### src/include/wor_pkg.sv
package wor_pkg;

  // ----------------------------------------------------------------
  // register map
  // ----------------------------------------------------------------
  localparam int unsigned ADDR_W = 16;
  localparam int unsigned DATA_W = 8;
  localparam logic [15:0] ADDR_PIN_TRIP = 16'h001e;
  localparam logic [15:0] ADDR_SYS_OPTS = 16'h001f;
  localparam int unsigned NUM_REGS = 2;
  localparam int unsigned IDX_PIN_TRIP = 0;
  localparam int unsigned IDX_SYS_OPTS = 1;
  localparam logic [7:0] RESET_BYTE = 8'h00;
  localparam logic [7:0] READ_UNMAPPED = 8'h00;

  // ----------------------------------------------------------------
  // field positions
  // ----------------------------------------------------------------
  localparam int unsigned PT_PULLUP_DISC_BIT = 7;
  localparam int unsigned PT_TRIP_HI_BIT = 4;
  localparam int unsigned PT_TRIP_LO_BIT = 3;
  localparam int unsigned SYS_WDOG_PERIOD_BIT = 7;
  localparam int unsigned SYS_LV_DISABLE_BIT = 4;
  localparam int unsigned SYS_SHORT_REC_BIT = 3;
  localparam int unsigned SYS_STOP_EN_BIT = 1;
  localparam int unsigned SYS_WDOG_DIS_BIT = 0;
  localparam logic [7:0] SYS_WMASK = 8'h9b;

  // ----------------------------------------------------------------
  // timing counts, in oscillator-derived clock cycles
  // ----------------------------------------------------------------
  localparam int unsigned REC_CNT_W = 13;
  localparam logic [12:0] REC_SHORT_CYC = 13'h0020;
  localparam logic [12:0] REC_LONG_CYC = 13'h1000;
  localparam int unsigned WDOG_W = 18;
  localparam logic [17:0] WDOG_SHORT_CYC = 18'h01ff0;
  localparam logic [17:0] WDOG_LONG_CYC = 18'h3fff0;

  // ----------------------------------------------------------------
  // types
  // ----------------------------------------------------------------
  typedef struct packed {
    logic [15:0] addr;
    logic [7:0] wdata;
    logic wr;
    logic rd;
  } wor_bus_req_s;

  typedef struct packed {
    logic irq_pullup_en;
    logic [1:0] trip_level;
    logic lv_monitor_en;
    logic watchdog_en;
    logic [17:0] watchdog_period;
    logic stop_enable;
  } wor_opts_s;

  typedef enum logic [1:0] {
    WOR_RUN = 2'b00,
    WOR_STOPPED = 2'b01,
    WOR_RST_HOLD = 2'b10,
    WOR_RECOVER = 2'b11
  } wor_stop_e;

endpackage

### src/rtl/wor_option_regs.sv
`timescale 1ns/1ps
// Operation
// - one write per register after each reset
// - reset clears fields; trip bits need power-on
// - registers at two addresses, always readable
// - top bit disconnects interrupt pin pull-up
// - bits four and three select trip level
// - period bit picks short or long watchdog
// - disable bit turns low-voltage inhibit off
// - short-recovery bit picks 32 or 4096 cycles
// - stop exit by reset uses long delay
// - stop enable, else stop is illegal opcode
// - watchdog disable bit, zero keeps it running
module wor_option_regs
  import wor_pkg::*;
#(
  parameter logic [17:0] WDOG_SHORT = WDOG_SHORT_CYC,
  parameter logic [17:0] WDOG_LONG = WDOG_LONG_CYC,
  parameter logic [12:0] REC_SHORT = REC_SHORT_CYC,
  parameter logic [12:0] REC_LONG = REC_LONG_CYC
) (
  // clock and resets
  input wire logic mclk,
  input wire logic reset_n,
  input wire logic por_n,
  // register port
  input wire wor_pkg::wor_bus_req_s bus_req,
  output logic [7:0] bus_rdata,
  // option outputs
  output wor_pkg::wor_opts_s opts,
  // stop control
  input wire logic stop_instr,
  input wire logic wake_pin,
  output logic in_stop,
  output logic cpu_resume,
  output logic illegal_opcode
);

  // ----------------------------------------------------------------
  // elaboration checks
  // ----------------------------------------------------------------
  if (REC_LONG == 13'h0000 || REC_SHORT == 13'h0000) begin : g_bad_rec
    $error("recovery counts must be nonzero");
  end
  if (WDOG_SHORT == 18'h00000 || WDOG_LONG == 18'h00000) begin : g_bad_wdog
    $error("watchdog periods must be nonzero");
  end

  // ----------------------------------------------------------------
  // reset release
  // ----------------------------------------------------------------
  // ordinary reset and power-on both clear the system fields, so the
  // two asynchronous sources are merged before their synchroniser
  logic rst_any_n;
  logic rst_meta_ff;
  logic rst_sync_ff;
  logic por_meta_ff;
  logic por_sync_ff;
  logic sys_rst_n;
  logic por_rst_n;

  assign rst_any_n = reset_n & por_n;

  always_ff @(posedge mclk or negedge rst_any_n) begin
    if (!rst_any_n) begin
      rst_meta_ff <= 1'b0;
      rst_sync_ff <= 1'b0;
    end else begin
      rst_meta_ff <= 1'b1;
      rst_sync_ff <= rst_meta_ff;
    end
  end

  always_ff @(posedge mclk or negedge por_n) begin
    if (!por_n) begin
      por_meta_ff <= 1'b0;
      por_sync_ff <= 1'b0;
    end else begin
      por_meta_ff <= 1'b1;
      por_sync_ff <= por_meta_ff;
    end
  end

  assign sys_rst_n = rst_sync_ff;
  assign por_rst_n = por_sync_ff;

  // ----------------------------------------------------------------
  // write decode and write-once guards
  // ----------------------------------------------------------------
  logic [NUM_REGS-1:0] hit;
  logic [NUM_REGS-1:0] written_ff;
  logic [NUM_REGS-1:0] wr_accept;

  assign hit[IDX_PIN_TRIP] = (bus_req.addr == ADDR_PIN_TRIP);
  assign hit[IDX_SYS_OPTS] = (bus_req.addr == ADDR_SYS_OPTS);

  for (genvar i = 0; i < NUM_REGS; i++) begin : g_once
    assign wr_accept[i] = bus_req.wr && hit[i] && !written_ff[i];

    always_ff @(posedge mclk or negedge sys_rst_n) begin
      if (!sys_rst_n) begin
        written_ff[i] <= 1'b0;
      end else if (wr_accept[i]) begin
        written_ff[i] <= 1'b1;
      end
    end
  end

  // ----------------------------------------------------------------
  // option storage
  // ----------------------------------------------------------------
  logic pullup_disc_ff;
  logic [1:0] trip_ff;
  logic [7:0] sys_ff;
  logic [7:0] nxt_sys;
  logic [1:0] nxt_trip;

  assign nxt_sys = bus_req.wdata & SYS_WMASK;
  assign nxt_trip = {bus_req.wdata[PT_TRIP_HI_BIT], bus_req.wdata[PT_TRIP_LO_BIT]};

  // pull-up and system fields fall back to zero on any reset
  always_ff @(posedge mclk or negedge sys_rst_n) begin
    if (!sys_rst_n) begin
      pullup_disc_ff <= 1'b0;
      sys_ff <= RESET_BYTE;
    end else begin
      if (wr_accept[IDX_PIN_TRIP]) begin
        pullup_disc_ff <= bus_req.wdata[PT_PULLUP_DISC_BIT];
      end
      if (wr_accept[IDX_SYS_OPTS]) begin
        sys_ff <= nxt_sys;
      end
    end
  end

  // trip level survives ordinary resets; only power-on clears it
  always_ff @(posedge mclk or negedge por_rst_n) begin
    if (!por_rst_n) begin
      trip_ff <= 2'b00;
    end else if (wr_accept[IDX_PIN_TRIP] && sys_rst_n) begin
      trip_ff <= nxt_trip;
    end
  end

  // ----------------------------------------------------------------
  // read path
  // ----------------------------------------------------------------
  logic [7:0] pt_view;
  logic [7:0] rd_mux;
  logic [7:0] rdata_ff;

  always_comb begin
    pt_view = RESET_BYTE;
    pt_view[PT_PULLUP_DISC_BIT] = pullup_disc_ff;
    pt_view[PT_TRIP_HI_BIT] = trip_ff[1];
    pt_view[PT_TRIP_LO_BIT] = trip_ff[0];
  end

  assign rd_mux = hit[IDX_PIN_TRIP] ? pt_view :
                  hit[IDX_SYS_OPTS] ? sys_ff : READ_UNMAPPED;

  always_ff @(posedge mclk or negedge por_rst_n) begin
    if (!por_rst_n) begin
      rdata_ff <= READ_UNMAPPED;
    end else begin
      rdata_ff <= bus_req.rd ? rd_mux : READ_UNMAPPED;
    end
  end

  assign bus_rdata = rdata_ff;

  // ----------------------------------------------------------------
  // option outputs
  // ----------------------------------------------------------------
  wor_opts_s nxt_opts;
  wor_opts_s opts_ff;

  always_comb begin
    nxt_opts.irq_pullup_en = !pullup_disc_ff;
    nxt_opts.trip_level = trip_ff;
    nxt_opts.lv_monitor_en = !sys_ff[SYS_LV_DISABLE_BIT];
    nxt_opts.watchdog_en = !sys_ff[SYS_WDOG_DIS_BIT];
    nxt_opts.watchdog_period = sys_ff[SYS_WDOG_PERIOD_BIT] ? WDOG_SHORT : WDOG_LONG;
    nxt_opts.stop_enable = sys_ff[SYS_STOP_EN_BIT];
  end

  // power-on only, so the trip level on the output rides through resets
  always_ff @(posedge mclk or negedge por_rst_n) begin
    if (!por_rst_n) begin
      opts_ff <= '{irq_pullup_en: 1'b1, trip_level: 2'b00, lv_monitor_en: 1'b1,
                   watchdog_en: 1'b1, watchdog_period: WDOG_LONG, stop_enable: 1'b0};
    end else begin
      opts_ff <= nxt_opts;
    end
  end

  assign opts = opts_ff;

  // ----------------------------------------------------------------
  // wake pin synchroniser
  // ----------------------------------------------------------------
  logic wake_meta_ff;
  logic wake_sync_ff;

  always_ff @(posedge mclk or negedge por_rst_n) begin
    if (!por_rst_n) begin
      wake_meta_ff <= 1'b0;
      wake_sync_ff <= 1'b0;
    end else begin
      wake_meta_ff <= wake_pin;
      wake_sync_ff <= wake_meta_ff;
    end
  end

  // ----------------------------------------------------------------
  // stop entry and recovery
  // ----------------------------------------------------------------
  // the state sits on power-on reset so that a stop ended by an
  // ordinary reset is still known after that reset is released
  wor_stop_e state_ff;
  wor_stop_e nxt_state;
  logic tmr_start;
  logic [12:0] tmr_load;
  logic tmr_done;
  logic stop_ok;
  logic stop_bad;
  logic in_stop_ff;
  logic resume_ff;
  logic illegal_ff;

  assign stop_ok = stop_instr && sys_rst_n && sys_ff[SYS_STOP_EN_BIT];
  assign stop_bad = stop_instr && sys_rst_n && !sys_ff[SYS_STOP_EN_BIT];

  always_comb begin
    nxt_state = state_ff;
    tmr_start = 1'b0;
    tmr_load = REC_LONG;
    unique case (state_ff)
      WOR_RUN: begin
        if (stop_ok && state_ff == WOR_RUN) begin
          nxt_state = WOR_STOPPED;
        end
      end
      WOR_STOPPED: begin
        if (!sys_rst_n) begin
          nxt_state = WOR_RST_HOLD;
        end else if (wake_sync_ff) begin
          nxt_state = WOR_RECOVER;
          tmr_start = 1'b1;
          tmr_load = sys_ff[SYS_SHORT_REC_BIT] ? REC_SHORT : REC_LONG;
        end
      end
      WOR_RST_HOLD: begin
        if (sys_rst_n) begin
          nxt_state = WOR_RECOVER;
          tmr_start = 1'b1;
          tmr_load = REC_LONG;
        end
      end
      WOR_RECOVER: begin
        if (tmr_done) begin
          nxt_state = WOR_RUN;
        end
      end
    endcase
  end

  always_ff @(posedge mclk or negedge por_rst_n) begin
    if (!por_rst_n) begin
      state_ff <= WOR_RUN;
      in_stop_ff <= 1'b0;
      resume_ff <= 1'b0;
      illegal_ff <= 1'b0;
    end else begin
      state_ff <= nxt_state;
      in_stop_ff <= (nxt_state != WOR_RUN);
      resume_ff <= (state_ff == WOR_RECOVER) && tmr_done;
      illegal_ff <= stop_bad && (state_ff == WOR_RUN);
    end
  end

  wor_recovery_timer #(
    .CNT_W(REC_CNT_W)
  ) u_rec_timer (
    .mclk(mclk),
    .rst_n(por_rst_n),
    .start(tmr_start),
    .load(tmr_load),
    .busy(),
    .done(tmr_done)
  );

  assign in_stop = in_stop_ff;
  assign cpu_resume = resume_ff;
  assign illegal_opcode = illegal_ff;

endmodule

### src/rtl/wor_recovery_timer.sv
`timescale 1ns/1ps
module wor_recovery_timer #(
  parameter int unsigned CNT_W = 13
) (
  // clock and reset
  input wire logic mclk,
  input wire logic rst_n,
  // control
  input wire logic start,
  input wire logic [CNT_W-1:0] load,
  // status
  output logic busy,
  output logic done
);

  logic [CNT_W-1:0] cnt_ff;
  logic busy_ff;
  logic done_ff;
  logic last_tick;

  assign last_tick = busy_ff && (cnt_ff == {{(CNT_W-1){1'b0}}, 1'b1});

  // a start while busy restarts the count; the caller never does this
  always_ff @(posedge mclk or negedge rst_n) begin
    if (!rst_n) begin
      cnt_ff <= '0;
      busy_ff <= 1'b0;
      done_ff <= 1'b0;
    end else begin
      done_ff <= last_tick && !start;
      if (start) begin
        cnt_ff <= load;
        busy_ff <= 1'b1;
      end else if (busy_ff) begin
        cnt_ff <= cnt_ff - {{(CNT_W-1){1'b0}}, 1'b1};
        busy_ff <= !last_tick;
      end
    end
  end

  assign busy = busy_ff;
  assign done = done_ff;

endmodule

### config.mk
export PLATFORM = sky130hd
export DESIGN_NAME = wor_option_regs
export DESIGN_NICKNAME = d
export VERILOG_FILES = /design/src/include/wor_pkg.sv /design/src/rtl/wor_option_regs.sv /design/src/rtl/wor_recovery_timer.sv
export SDC_FILE = /design/constraint.sdc
export NUM_CORES = 1
export LEC_CHECK = 0
export BUFFER_PORTS_ARGS = -buffer_cell sky130_fd_sc_hd__buf_2
export CAP_MARGIN = 20
export CORE_MARGIN = 5
export CORE_UTILIZATION = 45
export CTS_CLUSTER_DIAMETER = 80
export DETAILED_ROUTE_END_ITERATION = 8
export GPL_TIMING_DRIVEN = 0
export PLACE_DENSITY = 0.74
export SYNTH_ARGS = -nofsm -noshare
export SYNTH_HDL_FRONTEND = slang
export SYNTH_SLANG_ARGS = --single-unit
### constraint.sdc
create_clock -name mclk -period 1.97 [get_ports mclk]
set_input_delay 0.394 -clock mclk [delete_from_list [all_inputs] [get_ports mclk]]
set_output_delay 0.394 -clock mclk [all_outputs]
set_load 0.02 [all_outputs]
### Word-level counts from Yosys, hierarchy flattened

Cells that the tools add are included.

| word-level totals | value |
|---|---|
| input bits | 31 |
| logic and storage cells | 79 |
| bits in registers | 68 |
| output and inout bits | 35 |

| operators by class | value |
|---|---|
| multiplexer cells | 22 |
| bitwise logic cells | 1 |
| reduce and logical (&&, ||, !) cells | 24 |
| equal/unequal tests | 6 |
| add/subtract/negate cells | 1 |

Operators with widths:

| cell | number |
|---|---|
| 2-to-1 mux 13 bit | 6 |
| equality test 16 x 5 -> 1 bit, second input constant | 2 |
| 2-to-1 mux 8 bit | 3 |
| 2-to-1 mux 18 bit | 1 |
| equality test 13 x 1 -> 1 bit, second input constant | 1 |
| logical AND 1 bit | 13 |
| subtractor 13 x 1 -> 13 bit, second input constant | 1 |
| 2-to-1 mux 2 bit | 5 |
| zero test 1 bit | 8 |
| one-hot mux 2 bit (4 select lines) | 1 |
| 2-to-1 mux 1 bit | 5 |
| equality test 2 bit, second input constant | 2 |
| nonzero test 2 bit | 2 |
| equality test 2 x 1 -> 1 bit, second input constant | 1 |
| zero test 2 bit | 1 |
| one-hot mux 1 bit (2 select lines) | 1 |
| AND 1 bit | 1 |

### Depth between registers and ports, before layout

| logic depth | value |
|---|---|
| word-level depth | 6 |
| mapped depth | 6 |
| mapped depth without buffers | 6 |

### Modules after synthesis

From an unflattened synthesis, not the netlist that was laid out.

| unflattened totals | value |
|---|---|
| cell total of the unflattened synthesis | 215 |
| area, all modules | 2362.3 um^2 |

By module, submodules not included:

| module | area an instance (um^2) | seq. area each (um^2) | cells each | instances |
|---|---|---|---|---|
| wor_option_regs | 1498.9 | 830.8 | 121 | 1 |
| wor_recovery_timer | 863.3 | 375.4 | 94 | 1 |

### Worst setup path before layout

OpenSTA, ideal clock, no wires.

| timing path | value |
|---|---|
| path kind | input to register |
| from | in bus_req[10] (netlist bit) |
| to | reg trip_ff[0] |
| path buffers | 1 |
| setup time | 125 ps |
| cell stages on the path | 4 |
| path slack | 341 ps |
| required time | 1845 ps |
| arrival time | 1505 ps |
| cells stage by stage | buf_2 > or4bb_1 > nor2_1 > mux2_2 |

| on the way | value |
|---|---|
| word-level cells in the longest chain between the ends | 4 |

Ends and longest elaborated chain:

| element | RTL line | source |
|---|---|---|
| start, declared | wor_option_regs.sv:27 | `input wire wor_pkg::wor_bus_req_s bus_req,` |
| equality test 16 x 5 -> 1 bit | wor_option_regs.sv:94 | `assign hit[IDX_PIN_TRIP] = (bus_req.addr == ADDR_PIN_TRIP);` |
| logical AND 1 bit (2 in series) | wor_option_regs.sv:98 | `assign wr_accept[i] = bus_req.wr && hit[i] && !written_ff[i];` |
| logical AND 1 bit | wor_option_regs.sv:140 | `end else if (wr_accept[IDX_PIN_TRIP] && sys_rst_n) begin` |
| end signal, assigned | wor_option_regs.sv:141 | `trip_ff <= nxt_trip;` |
| end, declared | wor_option_regs.sv:113 | `logic [1:0] trip_ff;` |

No other way between the ends.
A chain may end at the register's enable or synchronous reset.

### Worst setup path in the final report

| timing path | value |
|---|---|
| from | reg rst_sync_ff |
| to | reg trip_ff[1] |

| on the way | value |
|---|---|
| word-level cells in the longest chain between the ends | 1 |

Ends and longest elaborated chain:

| element | RTL line | source |
|---|---|---|
| start, declared | wor_option_regs.sv:56 | `logic rst_sync_ff;` |
| start signal, assigned | wor_option_regs.sv:70 | `rst_sync_ff <= rst_meta_ff;` |
| logical AND 1 bit | wor_option_regs.sv:140 |  |

No other way between the ends.

==> impl_metrics.json <==
{
  "status": "complete, no violations",
  "crit_type": "reg2reg",
  "ant_nets": 0,
  "fin_crit_ns": 1.74,
  "io_buffers": 45,
  "r2r_cells": 3,
  "finalPower_w": 0.00297,
  "grt_setup_unrepaired": "false",
  "setup_slack_ns": 0.231,
  "clkPwrFrac_pct": 24.7,
  "routedWlPerCell_um": 11.9,
  "switching_share_pct": 33.4,
  "maxCapViolations": 0,
  "route.detailed.drc": 0,
  "dr.pass1.iters": 4,
  "timing.rr.start": "rst_sync_ff$_DFF_PN0_",
  "maxSlewViolCount": 0,
  "hold_viol": 0,
  "crit_path_start": "rst_sync_ff$_DFF_PN0_",
  "clock_sinks": 48,
  "die_y_um": 81.0,
  "crit_fanout": 14,
  "async_reset_ff_share_pct": 100,
  "clockBufferDepth": 2,
  "rows": 25,
  "ys.flop_type": "dfrtp_1",
  "p_sw_w": 0.000990,
  "grt.overflow.total": 0,
  "synth-seq-area-share_pct": 53.1,
  "routed_wirelength_um": 3950,
  "n_antenna_cell": 0,
  "ios": 66,
  "crit_path_end_kind": "flip-flop",
  "synth_commonest_cells": "dfrtp_1 (44), nor2_1 (22), buf_4 (20)",
  "fin_setup_tns_ns": 0,
  "hold_path.class": "reg2async",
  "placedInstanceArea_sq_mm": 0.00267,
  "antenna_found_initial": 0,
  "syn2layout_area_growth_pct": 23.9,
  "cts_buffers": 5,
  "synth_area_leaders": "dfrtp_1 (49%), buf_4 (6.6%), dfstp_2 (4.6%), mux2_2 (4.0%), ha_1 (3.9%)",
  "finalCritPeriodShare_pct": 88.3,
  "seqPwrFrac_pct": 44.9,
  "drive_gt1_share_pct": 37.0,
  "clock-root-buffer": "clkbuf_8",
  "fp.dieW_um": 81.0,
  "synth.most_common_cell": "dfrtp_1",
  "combPwrFrac_pct": 30.4,
  "slew_headroom_pct": 59.8,
  "yosys.area.top_type": "dfrtp_1",
  "tightest_slew_ns": 0.603,
  "max_freq_ghz": 0.575,
  "worstSetupStartpointType": "flip-flop",
  "p_leak_nw": 1.37,
  "yosysTopAreaCellShare_pct": 48.5,
  "fin_area_sq_mm": 0.00281,
  "whs_ns": 0.196,
  "grt_pass1_vias": 1506,
  "synth_edf_count": 0,
  "track_usage_pct": 13.3,
  "cp_data_arrival_time_ns": 1.93,
  "dp_hpwl_um": 3100,
  "clock_latency_ns": 0.30,
  "worst_clock_skew_ns": 0.00901,
  "p_per_area_mw_per_mm2": 1060,
  "vias": 1535,
  "peakVddDrop_mv": 0.678,
  "ys_ff_latch": 48,
  "ys_types": 45,
  "htreeDepth": 2,
  "grt_pass1_wl_um": 6560,
  "post_drt_via_cell_ratio": 4.62,
  "core_area_sq_mm": 0.00482,
  "timing.rr.end": "trip_ff[1]$_DFFE_PN0P_",
  "grt_start_max_net_pins": 25,
  "avgSynthCellArea_sq_um": 11.8,
  "place_congestion": 0.786,
  "drt-initial-drc-count": 45,
  "yosys_warnings": 0,
  "cts.clk_slew.worst_paths_ns": 0.09,
  "netlist_area_sq_mm": 0.00227,
  "p_int_w": 0.00198,
  "setup_violations": 0,
  "initial_core_util_pct": 47.1,
  "synthesis.instances": 193,
  "required_ns": 2.16,
  "reg2reg_slack_ns": 0.23,
  "die_area_sq_mm": 0.00656,
  "dp_slack_ns": 0.0510,
  "tritoncts": "yes",
  "final_nets": 302
}
==> layout by cell type (no fill, tap or decap), types with 2 or more instances in the layout <==
cell type,netlist,layout
buf_2,2,47
dfrtp_1,44,44
nor2_1,22,21
buf_4,20,20
conb_1,2,18
inv_1,9,9
mux2_2,8,8
ha_1,7,7
nand2_1,6,6
nor3_1,6,6
clkbuf_8,0,6
nand4_1,5,5
xor2_1,5,5
xnor2_1,4,4
dfstp_2,4,4
mux2i_1,3,3
nor2b_1,3,3
a21oi_1,3,3
o21bai_1,3,3
and2_1,3,3
nor4b_4,2,2
and3_1,2,2
nand2b_1,2,2
nor3b_1,2,2
nor3_4,2,2
nand3_1,2,2
a31oi_1,2,2
o22a_1,2,2
dlygate4sd3_1,0,2
==> how the worst max path moves through the flow <==
stage / end / cells after the start
floorplan: trip_ff[0]$_DFFE_PN0P_ / 4
global placement: u_rec_timer.cnt_ff[8]$_DFFE_PN0P_ / 6
detailed placement: sys_ff[1]$_DFFE_PN0P_ / 5
CTS: u_rec_timer.cnt_ff[3]$_DFFE_PN0P_ / 6
global route: trip_ff[1]$_DFFE_PN0P_ / 3
finish: trip_ff[1]$_DFFE_PN0P_ / 3
==> logic make-up (layout without fill, tap and decap cells) <==
| logic type | Yosys count | in the layout | share of synthesized area [%] |
|---|---|---|---|
| AO/OA/AOI/OAI | 16 | 16 | 4.96 |
| AND/OR/NAND/NOR | 68 | 68 | 20.2 |
| multiplexers | 11 | 11 | 5.29 |
| adder cells (fa/ha/maj) | 7 | 7 | 3.86 |
| buffers and inverters | 32 | 88 | 8.71 |
| other | 2 | 18 | 0.331 |
| XOR/XNOR | 9 | 9 | 3.47 |
| flip-flops | 48 | 48 | 53.1 |
==> power by group through the flow <==
stage	clock network, W	logic (W)	registers (W)
after floorplan	0	0.000688	0.00134
after global placement	0	0.000856	0.00135
after detailed placement	0	0.000895	0.00135
after CTS	0.000750	0.000902	0.00134
after global routing	0.000800	0.00103	0.00136
final	0.000733	0.000901	0.00133
==> worst max-delay path: stages (launching register included) <==
cell and delay, ns:
dfrtp_1 0.66, or4bb_1 0.43, nor2_1 0.19, mux2_2 0.35
==> flip-flops by register name, indices dropped and copies added, names as in the netlist, 2 cells and up <==
| register | count |
|---|---|
| u_rec_timer.cnt_ff | 13 |
| bus_rdata | 5 |
| sys_ff | 5 |
| trip_ff | 2 |
| opts | 7 |
| written_ff | 2 |
| state_ff | 2 |
==> per-layer routing <==
layer	share of wire (%)	up-vias	track usage, %	routed length [um]
li1	-	763	-	-
met1	42	708	15.4	1660
met2	48	55	21.8	1910
met3	6.9	9	4.21	274
met4	2.8	0	7.26	110
met5	0	-	0	0
==> metrics by stage <==
stage | instances | utilization [%]
final | 332 | 58.4
after global routing | 332 | 58.4
after CTS | 332 | 58.3
after detailed placement | 322 | 55.4
after global placement | 321 | 54.8
after floorplan | 209 | -
==> what timing repair did <==
item	4_1_cts	5_1_grt
endpoints found under the setup margin	0	10
resized for setup	0	3
endpoints found under the hold margin	4	0
buffers inserted	0	0
hold buffers	2	0
==> final cells by class <==
type / instances / area [sq um]
plain buffers: 23 / 165
clock buffers: 6 / 82.6
clock inverters: 2 / 38.8
fillers: 438 / 2010
inverters: 9 / 33.8
multi-input cells: 129 / 928
flip-flops and latches: 48 / 1210
well taps: 67 / 83.8
repair buffers: 48 / 273
Note: power is estimated with default switching activity, not from simulation.
